$ cat src/hdl/dpb_pkg.sv
package dpb_pkg;
   // -----------------------------------------------------------------
   // Geometry
   // -----------------------------------------------------------------
   localparam int ENTRIES = 8;
   localparam int ENT_W = 3;
   localparam int SLOT_W = 4;
   localparam int SLOTS = 16;
   localparam int GEN_W = 3;
   localparam int HALF_SHIFT = 6;
   localparam int LINE_W = 26;
   localparam logic [31:0] DIRECT_LO = 32'h0c000000;
   localparam logic [3:0] ALIAS_HI = 4'h1;

   // -----------------------------------------------------------------
   // Register map and fields
   // -----------------------------------------------------------------
   localparam logic [7:0] REG_ATTR = 8'h00;
   localparam logic [7:0] REG_CFG = 8'h04;
   localparam logic [7:0] REG_CORE = 8'h08;
   localparam logic [7:0] REG_ISTAT = 8'h0c;
   localparam logic [7:0] REG_ICLR = 8'h10;
   localparam logic [7:0] REG_IEN = 8'h14;
   localparam logic [7:0] REG_STATE = 8'h18;
   localparam int ATTR_CACHE = 0;
   localparam int ATTR_PFEN = 1;
   localparam int CFG_L2_FRZ = 0;
   localparam int CFG_L2_SIZE = 1;
   localparam int CFG_L1_SIZE = 4;
   localparam int CFG_L1_FRZ = 7;
   localparam logic [1:0] ATTR_RST = 2'h0;
   localparam logic [7:0] CFG_RST = 8'h00;
   localparam logic [3:0] CORE_RST = 4'h0;

   // -----------------------------------------------------------------
   // Events and classes
   // -----------------------------------------------------------------
   localparam int EV_W = 4;
   localparam int EV_STALE = 0;
   localparam int EV_CANCEL = 1;
   localparam int EV_DROP = 2;
   localparam int EV_WINV = 3;

   typedef enum logic [1:0] {
      K_MISS = 2'b00,
      K_ADDR = 2'b01,
      K_DATA = 2'b10,
      K_WAIT = 2'b11
   } hit_kind_e;

   typedef enum logic {
      ST_IDLE = 1'b0,
      ST_WAIT = 1'b1
   } dem_state_e;
endpackage

$ cat src/hdl/pf_issue_stage.sv
`timescale 1ns/10ps
// One-deep prefetch issue register. A new load while the held request is
// still unaccepted replaces it, and the loser is reported as dropped.
module pf_issue_stage
   import dpb_pkg::*;
(
   input wire logic hclk,
   input wire logic hresetn,
   input wire logic load,
   input wire logic [LINE_W-1:0] load_line,
   input wire logic [SLOT_W-1:0] load_slot,
   input wire logic [GEN_W-1:0] load_gen,
   output logic busy,
   output logic [LINE_W-1:0] out_line,
   output logic [SLOT_W-1:0] out_slot,
   output logic [GEN_W-1:0] out_gen,
   input wire logic out_ready,
   output logic drop,
   output logic [SLOT_W-1:0] drop_slot,
   output logic [GEN_W-1:0] drop_gen
);
   always_ff @(posedge hclk or negedge hresetn) begin
      if (!hresetn) begin
         busy <= 1'b0;
         out_line <= '0;
         out_slot <= '0;
         out_gen <= '0;
         drop <= 1'b0;
         drop_slot <= '0;
         drop_gen <= '0;
      end else begin
         drop <= load && busy && !out_ready;
         drop_slot <= out_slot;
         drop_gen <= out_gen;
         if (load) begin
            busy <= 1'b1;
            out_line <= load_line;
            out_slot <= load_slot;
            out_gen <= load_gen;
         end else if (out_ready) begin
            busy <= 1'b0;
         end
      end
   end
endmodule

$ cat src/hdl/data_prefetch_buffer.sv
// Chosen here: the AHB-Lite slave port and the register addresses.
`timescale 1ns/10ps
module data_prefetch_buffer
   import dpb_pkg::*;
#(
   parameter int DATA_W = 32
) (
   input wire logic hclk,
   input wire logic hresetn,
   input wire logic hsel,
   input wire logic [31:0] haddr,
   input wire logic [1:0] htrans,
   input wire logic hwrite,
   input wire logic [2:0] hsize,
   input wire logic hready,
   input wire logic [31:0] hwdata,
   output logic [31:0] hrdata,
   output logic hreadyout,
   output logic hresp,
   input wire logic req_valid,
   output logic req_ready,
   input wire logic [31:0] req_addr,
   input wire logic req_write,
   input wire logic req_l2,
   output logic rsp_valid,
   output hit_kind_e rsp_kind,
   output logic rsp_fwd,
   output logic [2*DATA_W-1:0] rsp_data,
   output logic pf_valid,
   input wire logic pf_ready,
   output logic [31:0] pf_addr,
   output logic [SLOT_W-1:0] pf_slot,
   output logic [GEN_W-1:0] pf_gen,
   input wire logic ret_valid,
   input wire logic [SLOT_W-1:0] ret_slot,
   input wire logic [GEN_W-1:0] ret_gen,
   input wire logic ret_ok,
   input wire logic [DATA_W-1:0] ret_data,
   output logic irq
);
   // ----------------------------------------------------------------
   // State
   // ----------------------------------------------------------------
   logic [1:0] attr_r;
   logic [7:0] cfg_r;
   logic [3:0] core_r;
   logic [EV_W-1:0] ist_r, ien_r, ev, clr;
   logic ap_v_r, ap_wr_r;
   logic [7:0] ap_off_r;
   logic [31:0] rd_val;
   logic [ENTRIES-1:0] ent_v_r;
   logic [LINE_W-1:0] ent_base_r [ENTRIES];
   logic [ENT_W-1:0] ptr_r, pf2_e_r, hit_e;
   logic [LINE_W-1:0] cand_r, rq_line, ld_line, stg_line;
   logic cand_v_r, pf2_pend_r;
   logic [SLOTS-1:0] dv_r, os_r;
   logic [GEN_W-1:0] gen_r [SLOTS];
   logic [DATA_W-1:0] dat_r [SLOTS];
   dem_state_e st_r;
   logic [SLOT_W-1:0] w0_r, w1_r, s0, s1, ld_slot, drop_slot;
   logic [GEN_W-1:0] ld_gen, drop_gen;
   logic wl2_r, hit, hit_h, elig, alias_w, direct_w, l1_on, take, rd_take;
   logic dhit, whit, alloc, lookb, winv, pf2_go, ld, stg_busy, drop;
   logic ret_match, wait_done;

   // ----------------------------------------------------------------
   // Register bus
   // ----------------------------------------------------------------
   always_comb begin
      rd_val = 32'h00000000;
      unique case (haddr[7:0])
         REG_ATTR: rd_val[1:0] = attr_r;
         REG_CFG: rd_val[7:0] = cfg_r;
         REG_CORE: rd_val[3:0] = core_r;
         REG_ISTAT: rd_val[EV_W-1:0] = ist_r;
         REG_IEN: rd_val[EV_W-1:0] = ien_r;
         REG_STATE: rd_val[15:0] = {ent_v_r, 1'b0, st_r, 1'b0, pf2_pend_r, 1'b0, ptr_r};
         default: rd_val = 32'h00000000;
      endcase
   end

   always_ff @(posedge hclk or negedge hresetn) begin
      if (!hresetn) begin
         ap_v_r <= 1'b0;
         ap_wr_r <= 1'b0;
         ap_off_r <= 8'h00;
         hrdata <= 32'h00000000;
         hreadyout <= 1'b1;
         hresp <= 1'b0;
      end else begin
         ap_v_r <= hsel && hready && htrans[1];
         ap_wr_r <= hwrite;
         ap_off_r <= haddr[7:0];
         hreadyout <= 1'b1;
         hresp <= 1'b0;
         if (hsel && hready && htrans[1] && !hwrite) begin
            hrdata <= rd_val;
         end
      end
   end

   always_ff @(posedge hclk or negedge hresetn) begin
      if (!hresetn) begin
         attr_r <= ATTR_RST;
         cfg_r <= CFG_RST;
         core_r <= CORE_RST;
         ien_r <= '0;
      end else if (ap_v_r && ap_wr_r) begin
         unique case (ap_off_r)
            REG_ATTR: attr_r <= hwdata[1:0];
            REG_CFG: cfg_r <= hwdata[7:0];
            REG_CORE: core_r <= hwdata[3:0];
            REG_IEN: ien_r <= hwdata[EV_W-1:0];
            default: ;
         endcase
      end
   end

   // Set beats clear, so an event landing on the clear write is kept.
   assign clr = (ap_v_r && ap_wr_r && ap_off_r == REG_ICLR) ? hwdata[EV_W-1:0] : '0;

   always_ff @(posedge hclk or negedge hresetn) begin
      if (!hresetn) begin
         ist_r <= '0;
         irq <= 1'b0;
      end else begin
         ist_r <= (ist_r & ~clr) | ev;
         irq <= |(((ist_r & ~clr) | ev) & ien_r);
      end
   end

   // ----------------------------------------------------------------
   // Demand classification
   // ----------------------------------------------------------------
   assign rq_line = req_addr[31:HALF_SHIFT];
   assign alias_w = req_addr[31:28] == ALIAS_HI && req_addr[27:24] == core_r;
   assign direct_w = req_addr >= DIRECT_LO || cfg_r[CFG_L2_FRZ] ||
                     cfg_r[CFG_L2_SIZE +: 3] == 3'h0;
   assign l1_on = cfg_r[CFG_L1_SIZE +: 3] != 3'h0 && !cfg_r[CFG_L1_FRZ];
   assign elig = attr_r[ATTR_CACHE] && attr_r[ATTR_PFEN] &&
                 (req_l2 || (l1_on && direct_w && !alias_w));

   // A level-1 half may sit in either half of an entry; level-2 lines must align.
   always_comb begin
      hit = 1'b0;
      hit_e = '0;
      hit_h = 1'b0;
      for (int i = 0; i < ENTRIES; i++) begin
         if (ent_v_r[i] && (ent_base_r[i] == rq_line ||
             (!req_l2 && ent_base_r[i] + 1'b1 == rq_line))) begin
            hit = 1'b1;
            hit_e = ENT_W'(i);
            hit_h = ent_base_r[i] != rq_line;
         end
      end
   end

   assign s0 = {hit_e, hit_h};
   assign s1 = {hit_e, ~hit_h};
   assign dhit = req_l2 ? dv_r[s0] && dv_r[s1] : dv_r[s0];
   assign whit = req_l2 ? os_r[s0] || os_r[s1] : os_r[s0];
   assign take = req_valid && req_ready;
   assign rd_take = take && !req_write && elig;
   assign alloc = rd_take && !hit && cand_v_r && rq_line == cand_r;
   assign lookb = rd_take && hit && !req_l2 && !dv_r[s1] && !os_r[s1];
   assign winv = take && req_write && hit;
   assign wait_done = !os_r[w0_r] && !(wl2_r && os_r[w1_r]);

   // ----------------------------------------------------------------
   // Prefetch generation
   // ----------------------------------------------------------------
   // The second prefetch of a new stream waits for a free issue stage.
   assign pf2_go = pf2_pend_r && !stg_busy && !alloc && !lookb;
   assign ld = alloc || lookb || pf2_go;

   always_comb begin
      if (alloc) begin
         ld_slot = {ptr_r, 1'b0};
         ld_line = rq_line + 1'b1;
      end else if (lookb) begin
         ld_slot = s1;
         ld_line = hit_h ? ent_base_r[hit_e] : ent_base_r[hit_e] + 1'b1;
      end else begin
         ld_slot = {pf2_e_r, 1'b1};
         ld_line = ent_base_r[pf2_e_r] + 1'b1;
      end
   end

   assign ld_gen = gen_r[ld_slot] + 1'b1;

   pf_issue_stage u_stage (
      .hclk(hclk),
      .hresetn(hresetn),
      .load(ld),
      .load_line(ld_line),
      .load_slot(ld_slot),
      .load_gen(ld_gen),
      .busy(stg_busy),
      .out_line(stg_line),
      .out_slot(pf_slot),
      .out_gen(pf_gen),
      .out_ready(pf_ready),
      .drop(drop),
      .drop_slot(drop_slot),
      .drop_gen(drop_gen)
   );

   assign pf_valid = stg_busy;
   assign pf_addr = {stg_line, 6'h00};

   assign ret_match = os_r[ret_slot] && gen_r[ret_slot] == ret_gen;
   assign ev = {winv, drop, ret_valid && ret_match && !ret_ok,
                ret_valid && !ret_match};

   // ----------------------------------------------------------------
   // Stream entries
   // ----------------------------------------------------------------
   always_ff @(posedge hclk or negedge hresetn) begin
      if (!hresetn) begin
         ent_v_r <= '0;
         ptr_r <= '0;
         cand_r <= '0;
         cand_v_r <= 1'b0;
         pf2_pend_r <= 1'b0;
         pf2_e_r <= '0;
         for (int i = 0; i < ENTRIES; i++) begin
            ent_base_r[i] <= '0;
         end
      end else begin
         if (rd_take && !hit) begin
            cand_r <= rq_line + 1'b1;
            cand_v_r <= 1'b1;
         end
         if (pf2_go) begin
            pf2_pend_r <= 1'b0;
         end
         if (alloc) begin
            ent_v_r[ptr_r] <= 1'b1;
            ent_base_r[ptr_r] <= rq_line + 1'b1;
            ptr_r <= ptr_r + 1'b1;
            pf2_pend_r <= 1'b1;
            pf2_e_r <= ptr_r;
         end
      end
   end

   // Later assignments win: a new issue overrides a return or a drop
   // to the same slot. The generation bump retires any older copy,
   // including one leaving the stage on this same edge.
   always_ff @(posedge hclk or negedge hresetn) begin
      if (!hresetn) begin
         dv_r <= '0;
         os_r <= '0;
         for (int i = 0; i < SLOTS; i++) begin
            gen_r[i] <= '0;
            dat_r[i] <= '0;
         end
      end else begin
         if (ret_valid && ret_match) begin
            os_r[ret_slot] <= 1'b0;
            dv_r[ret_slot] <= ret_ok;
            if (ret_ok) begin
               dat_r[ret_slot] <= ret_data;
            end
         end
         if (drop && gen_r[drop_slot] == drop_gen) begin
            os_r[drop_slot] <= 1'b0;
         end
         for (int h = 0; h < 2; h++) begin
            if (winv && (h == 0 || req_l2)) begin
               dv_r[h == 0 ? s0 : s1] <= 1'b0;
               os_r[h == 0 ? s0 : s1] <= 1'b0;
               gen_r[h == 0 ? s0 : s1] <= gen_r[h == 0 ? s0 : s1] + 1'b1;
            end
            if (alloc) begin
               dv_r[{ptr_r, h[0]}] <= 1'b0;
               os_r[{ptr_r, h[0]}] <= 1'b0;
               gen_r[{ptr_r, h[0]}] <= gen_r[{ptr_r, h[0]}] + 1'b1;
            end
         end
         if (ld) begin
            os_r[ld_slot] <= 1'b1;
            dv_r[ld_slot] <= 1'b0;
            gen_r[ld_slot] <= ld_gen;
         end
      end
   end

   // ----------------------------------------------------------------
   // Demand answer
   // ----------------------------------------------------------------
   always_ff @(posedge hclk or negedge hresetn) begin
      if (!hresetn) begin
         st_r <= ST_IDLE;
         req_ready <= 1'b0;
         rsp_valid <= 1'b0;
         rsp_kind <= K_MISS;
         rsp_fwd <= 1'b0;
         rsp_data <= '0;
         w0_r <= '0;
         w1_r <= '0;
         wl2_r <= 1'b0;
      end else begin
         rsp_valid <= 1'b0;
         unique case (st_r)
            ST_IDLE: begin
               req_ready <= 1'b1;
               if (rd_take && hit && !dhit && whit) begin
                  st_r <= ST_WAIT;
                  req_ready <= 1'b0;
                  w0_r <= s0;
                  w1_r <= s1;
                  wl2_r <= req_l2;
               end else if (take) begin
                  rsp_valid <= 1'b1;
                  rsp_data <= {req_l2 ? dat_r[s1] : {DATA_W{1'b0}}, dat_r[s0]};
                  if (rd_take && hit && dhit) begin
                     rsp_kind <= K_DATA;
                     rsp_fwd <= 1'b0;
                  end else begin
                     rsp_kind <= hit ? K_ADDR : K_MISS;
                     rsp_fwd <= 1'b1;
                  end
               end
            end
            ST_WAIT: begin
               if (wait_done) begin
                  st_r <= ST_IDLE;
                  req_ready <= 1'b1;
                  rsp_valid <= 1'b1;
                  rsp_data <= {wl2_r ? dat_r[w1_r] : {DATA_W{1'b0}}, dat_r[w0_r]};
                  if (dv_r[w0_r] && (!wl2_r || dv_r[w1_r])) begin
                     rsp_kind <= K_WAIT;
                     rsp_fwd <= 1'b0;
                  end else begin
                     rsp_kind <= K_ADDR;
                     rsp_fwd <= 1'b1;
                  end
               end
            end
         endcase
      end
   end
endmodule

$ cat config.mk
export PLATFORM = sky130hd
export DESIGN_NAME = data_prefetch_buffer
export DESIGN_NICKNAME = d
export VERILOG_FILES = /design/src/hdl/dpb_pkg.sv /design/src/hdl/pf_issue_stage.sv /design/src/hdl/data_prefetch_buffer.sv
export SDC_FILE = /design/constraint.sdc
export NUM_CORES = 2
export LEC_CHECK = 0
export BUFFER_PORTS_ARGS = -buffer_cell sky130_fd_sc_hd__buf_4
export CAP_MARGIN = 20
export CORE_MARGIN = 10
export CORE_UTILIZATION = 52
export DETAILED_ROUTE_END_ITERATION = 8
export PLACE_DENSITY_LB_ADDON = 0.15
export REMOVE_ABC_BUFFERS = 1
export SLEW_MARGIN = 15
export SYNTH_ARGS = -nofsm -noshare
export SYNTH_HDL_FRONTEND = slang
export SYNTH_SLANG_ARGS = --single-unit
$ cat constraint.sdc
create_clock -name hclk -period 6.98 [get_ports hclk]
set_clock_uncertainty 0.2 [all_clocks]
set_input_delay 1.047 -clock hclk [delete_from_list [all_inputs] [get_ports hclk]]
set_output_delay 1.047 -clock hclk [all_outputs]
set_load 0.1 [all_outputs]
==> results <==
- The run finished with clean final reports.
- The total core area is 144000 sq um.
- The switching part of the total is 0.270.
- The power share of the sequential group is 0.433.
- The cell area after synthesis is 75400 sq um.
- The worst hold-check slack is roughly 120 ps.
- Of the available clock period, the critical path in the final layout requires 0.991.
- The worst register-to-register path begins at ent_base_r[79]$_DFFE_PN0P_.
- The worst path meets setup with 62.7 ps of slack.
- In the final layout, the share of cells above drive strength 1 is 0.327.
- In this run the tightest slew margin relative to its limit is 0.0724.
- The destination of the worst register-to-register timing path is gen_r[11]$_DFF_PN0_.
- The top cell type by total area after synthesis is sky130_fd_sc_hd__dfrtp_1.
- The average cell area after synthesis is approximately 9.6 sq um.
- During synthesis, Yosys emitted a total of 0 warnings.
- The transition time at the pin with the least slew margin is 1390 ps.
- The final global-route overflow total is 0.
- The post-detailed-route DRC marker count is 0.
- The area used by sequential logic in the layout is 25300 sq um.
- After synthesis, the share of cell area in mux cells is 0.247.
- Fill cells in the final layout number ~12k.
- The total count of hold-check failures in the final report came to 0.
- Of the total synthesized cell area, the portion taken by full adders, half adders and majority gates is 0.00299.
- The number of clock sinks is 1009.
- The count of buffers inserted at the top-level ports is 212.
- The maximum root-to-sink buffer count is 3.
- For this configuration, the core starts out at a cell density of 0.524.
- The placer's final routability congestion estimate is about 1.1.
- The share of synthesized area in the top cell type comes to 0.335.
- Once layout is complete, the cells apart from fillers number approximately 11k.
- After synthesis, the largest family of logic cells by area is multiplexers.
- The clock tree from TritonCTS is yes.
- STA classifies the critical path startpoint as a register.
- STA puts the critical path data required time at around 7400 ps.
- For the worst setup path, the data arrival time is 7350 ps.
- The number of pins with negative max-slew slack in the final report is 0.
- Dividing the detail-routed wire length by the instance count gives between 30 and 40 um.
- Compared with the post-synthesis result, the final layout area differs by 20.8%.
- The internal power component is 10.2 mW.
- Counting distinct cell types in the post-synthesis netlist gives approximately 120.
- The total setup violations reported at the end of the flow is 0.
- By area the synthesized netlist is led by sky130_fd_sc_hd__dfrtp_1 33%, sky130_fd_sc_hd__mux4_2 13%, sky130_fd_sc_hd__mux2_2 8.7%.
- The share of the synthesized area in compound gates (AO/OA/AOI/OAI) is 0.162.
- The maximum number of pins on one net before global-route repair is between 150 and 200.
- In this run the worst setup path begins at ent_base_r[79]$_DFFE_PN0P_.
- Once placement completed, the tool counted placed cells totaling roughly 10k.
- The number of antenna violations at the first check in global routing came to 18.
- The critical path is of the register to register type.
- The count of TritonRoute iterations in the first routing pass is 8.
- The number of flops mapped to enable cells by yosys is 0.
- The number of antenna-violating nets in the routed design is 0.
- The flip-flop cell with the highest count after synthesis is sky130_fd_sc_hd__dfrtp_1.
- The insertion delay of the later-clocked pin in the worst-skew pair is ~800 ps.
- After detailed routing, the total wire length is between 300000 and 400000 um.
- The power density normalized to cell area is around 150 nW/um^2.
- The slack of the worst reg-to-reg path is 60 ps.
- Once layout is complete, the utilization of the core stands at 0.633.
- The post-CTS clock slew at the launch and capture registers of the worst setup and hold paths is 60 ps.
- The sort of element at the end of the critical path is a register.
- The count of vias placed by the detailed router is 75.3k.
- The largest fanout of any net on the critical path is 9.
- Counting every instance in the synthesized netlist gives 7851.
- The die is 401 um wide.
- The root buffer selected by CTS is sky130_fd_sc_hd__clkbuf_16.
- The final net count is 8844.
- After synthesis the netlist holds a flip-flop and latch count of 1009.
- The die covers 161000 sq um.
- Detailed placement ended at an HPWL of 249000 um.
- The maximum clock frequency is 0.145 GHz.
- The clock network fraction of design power is 0.470.
- Buffers inserted to repair hold after CTS numbered 0.
- The area share of and/or/nand/nor cells after synthesis is 0.159.
- The number of top-level pins is about 300.
- In this run, the number of DRC markers left after iteration 0 of detailed routing was 10.7k.
- Of the total power, combinational logic draws 0.096.
- After routing, the total negative slack on setup checks comes to 0 ps.
- The worst setup timing slack at the placement stage is -1060 ps.
- From bottom edge to top edge, the die measures 401 um.
- The type of the tightest min-delay check is input port to async pin.
- The worst setup path endpoint is gen_r[11]$_DFF_PN0_.
- The routed design could run at a clock period as short as 6920 ps.
- The count of cells along the worst register-to-register path is 27.
- The power spent charging and discharging nets is 3.76 mW.
- The floorplan has around 140 rows.
- The H-tree was split into 3 levels.
- In the synthesized netlist the async set-or-reset flop fraction comes to 1.00.
- The aggregate global-route resource usage is 0.420.
- In the routed layout, each cell is associated on average with a via count of between 7 and 8.
- The number of global-route vias before repair is 72.8k.
- TritonCTS created 115 clock buffers.
- The leakage power is 38.7 nW.
- Across the VDD grid, the largest voltage drop is 0.000273 V.
- The sequential cell area fraction in the yosys report is 0.335.
- The first-pass GRT wire length is 505000 um.
- The XOR/XNOR share of the synthesized area is 0.0478.
- The max-cap check violation count is 0.
- In the final layout, the multi-input gates occupy ~48000 sq um.
## cell usage after synthesis, types with 85 or more instances
library cell and number:
sky130_fd_sc_hd__nand2_1 1075, sky130_fd_sc_hd__dfrtp_1 1009, sky130_fd_sc_hd__mux2_2 582, sky130_fd_sc_hd__clkbuf_1 510
sky130_fd_sc_hd__nor2_1 469, sky130_fd_sc_hd__a21oi_1 448, sky130_fd_sc_hd__mux4_2 439, sky130_fd_sc_hd__o21ai_0 419
sky130_fd_sc_hd__mux2i_1 221, sky130_fd_sc_hd__xnor2_1 216, sky130_fd_sc_hd__nand3_1 199, sky130_fd_sc_hd__xor2_1 179
sky130_fd_sc_hd__o221ai_1 147, sky130_fd_sc_hd__a221oi_1 140, sky130_fd_sc_hd__nor3_1 125, sky130_fd_sc_hd__nand4_1 117
sky130_fd_sc_hd__buf_1 113, sky130_fd_sc_hd__nor4_1 100, sky130_fd_sc_hd__inv_1 89, sky130_fd_sc_hd__buf_2 85
## per-stage QoR
step                      power, mW  cell area [sq um]
after floorplan                6.67              72400
after CTS                      13.9              90400
after detailed placement       7.43              86300
after global routing           14.2              91000
after global placement         7.41              86300
final                          13.9              91000
## power by group through the flow
stage / logic (mW) / clock network, mW / registers, mW
CTS: 1.31 / 6.57 / 6.02
global route: 1.40 / 6.81 / 6.04
global placement: 1.29 / 0 / 6.12
finish: 1.34 / 6.54 / 6.03
detailed placement: 1.30 / 0 / 6.13
floorplan: 0.475 / 0 / 6.20
## area by class of cell
cell class | instances | share of cell area
multi-input cells | 6022 | 0.524
clock buffers | 164 | 0.0353
repair buffers | 1436 | 0.124
clock inverters | 54 | 0.00917
well taps | 1903 | 0.0262
diodes | 12 | 0.000330
flip-flops and latches | 1009 | 0.278
inverters | 91 | 0.00375
## cells by family after synthesis
group                      count (synthesis)
xor gates and xnor gates                 402
DFF                                     1009
other                                      2
buffers and inverters                    843
adders and majority gates                 18
and+or+nand+nor                         2512
AOI/OAI and AO/OA                       1823
muxes                                   1242
## repair_timing
| item | 4_1_cts | 5_1_grt |
|---|---|---|
| resized for setup | 14 | 91 |
| endpoints found under the setup margin | 76 | 112 |
| cloned | 0 | 2 |
| pin swaps | 2 | 46 |
| setup buffers | 2 | 18 |
## routing by layer
layer | GRT usage | wire, um
met5 | 0 | 73
met4 | 0.263 | 26800
met3 | 0.125 | 44100
met2 | 0.625 | 151000
met1 | 0.533 | 129000
## worst min path at each step
stage,start,endpoint,slack [ps],depth (start not counted)
6_report,hresetn,cand_r[5]$_DFFE_PN0P_,120,1
5_1_grt,hresetn,ent_base_r[193]$_DFFE_PN0P_,150,1
4_1_cts,hresetn,cand_r[5]$_DFFE_PN0P_,120,1
3_5_place_dp,u_stage.out_gen[0]$_DFFE_PN0N_,u_stage.drop_gen[0]$_DFF_PN0_,190,0
3_3_place_gp,u_stage.out_gen[0]$_DFFE_PN0N_,u_stage.drop_gen[0]$_DFF_PN0_,180,0
2_1_floorplan,u_stage.drop$_DFF_PN0_,ist_r[2]$_DFF_PN0_,250,1
## critical path, stage by stage, from the launching register on
cell                       delay, ps
sky130_fd_sc_hd__dfrtp_1         390
sky130_fd_sc_hd__buf_4           140
sky130_fd_sc_hd__buf_4           160
sky130_fd_sc_hd__and3_1          200
sky130_fd_sc_hd__buf_4           140
sky130_fd_sc_hd__and2_1          230
sky130_fd_sc_hd__a31oi_1         230
sky130_fd_sc_hd__o22ai_1         140
sky130_fd_sc_hd__or4_4           590
sky130_fd_sc_hd__or4_4           580
sky130_fd_sc_hd__o211ai_1        110
sky130_fd_sc_hd__o32a_2          230
sky130_fd_sc_hd__buf_4           130
sky130_fd_sc_hd__o211ai_1        150
sky130_fd_sc_hd__buf_4           180
sky130_fd_sc_hd__and2_1          180
sky130_fd_sc_hd__o2111a_2        320
sky130_fd_sc_hd__a211o_1         320
sky130_fd_sc_hd__and2_4          160
sky130_fd_sc_hd__buf_12          140
sky130_fd_sc_hd__mux2i_2         190
sky130_fd_sc_hd__a211oi_1        120
sky130_fd_sc_hd__or4_4           560
sky130_fd_sc_hd__a21o_4          230
sky130_fd_sc_hd__ha_4            170
sky130_fd_sc_hd__buf_4           150
sky130_fd_sc_hd__xor2_4          290
sky130_fd_sc_hd__mux2i_1         140
## registers in the layout, summed over array words and instances (netlist names), 3 cells and up
register           count
u_stage.out_line      26
ent_base_r           208
u_stage.drop_gen       3
dv_r                  16
ptr_r                  3
dat_r                512
ien_r                  4
u_stage.out_slot       4
os_r                  16
hrdata                16
u_stage.drop_slot      4
ap_off_r               8
w0_r                   4
ent_v_r                8
rsp_data              64
ist_r                  4
core_r                 4
pf2_e_r                3
gen_r                 48
u_stage.out_gen        3
cand_r                26
cfg_r                  8
## cell usage in the layout (no fill, tap or decap), types with 24 or more instances in the layout
cell and instances:
sky130_fd_sc_hd__nand3_1 183, sky130_fd_sc_hd__o211ai_1 61, sky130_fd_sc_hd__and3_1 66, sky130_fd_sc_hd__a31oi_1 78, sky130_fd_sc_hd__or3_1 35, sky130_fd_sc_hd__nor4_1 93, sky130_fd_sc_hd__and2_1 37, sky130_fd_sc_hd__clkbuf_16 115
sky130_fd_sc_hd__o221ai_1 146, sky130_fd_sc_hd__nand2_1 1067, sky130_fd_sc_hd__mux2i_1 217, sky130_fd_sc_hd__xnor2_1 206, sky130_fd_sc_hd__inv_1 89, sky130_fd_sc_hd__conb_1 24, sky130_fd_sc_hd__nor2_1 460, sky130_fd_sc_hd__buf_12 37
sky130_fd_sc_hd__dfrtp_1 1000, sky130_fd_sc_hd__nor3_1 119, sky130_fd_sc_hd__a22o_1 32, sky130_fd_sc_hd__a221oi_1 139, sky130_fd_sc_hd__a211oi_1 57, sky130_fd_sc_hd__nand2b_1 43, sky130_fd_sc_hd__mux4_2 439, sky130_fd_sc_hd__o21a_1 25
sky130_fd_sc_hd__xor2_1 173, sky130_fd_sc_hd__a21oi_1 447, sky130_fd_sc_hd__o22ai_1 66, sky130_fd_sc_hd__a221o_1 24, sky130_fd_sc_hd__o22a_1 24, sky130_fd_sc_hd__a32oi_1 33, sky130_fd_sc_hd__clkbuf_1 34, sky130_fd_sc_hd__nor2b_1 25
sky130_fd_sc_hd__o21ai_0 415, sky130_fd_sc_hd__nand4_1 117, sky130_fd_sc_hd__mux2_2 581, sky130_fd_sc_hd__buf_4 1386, sky130_fd_sc_hd__and4_1 29, sky130_fd_sc_hd__or4_1 27
No activity file was read; power rests on OpenSTA's default activity.
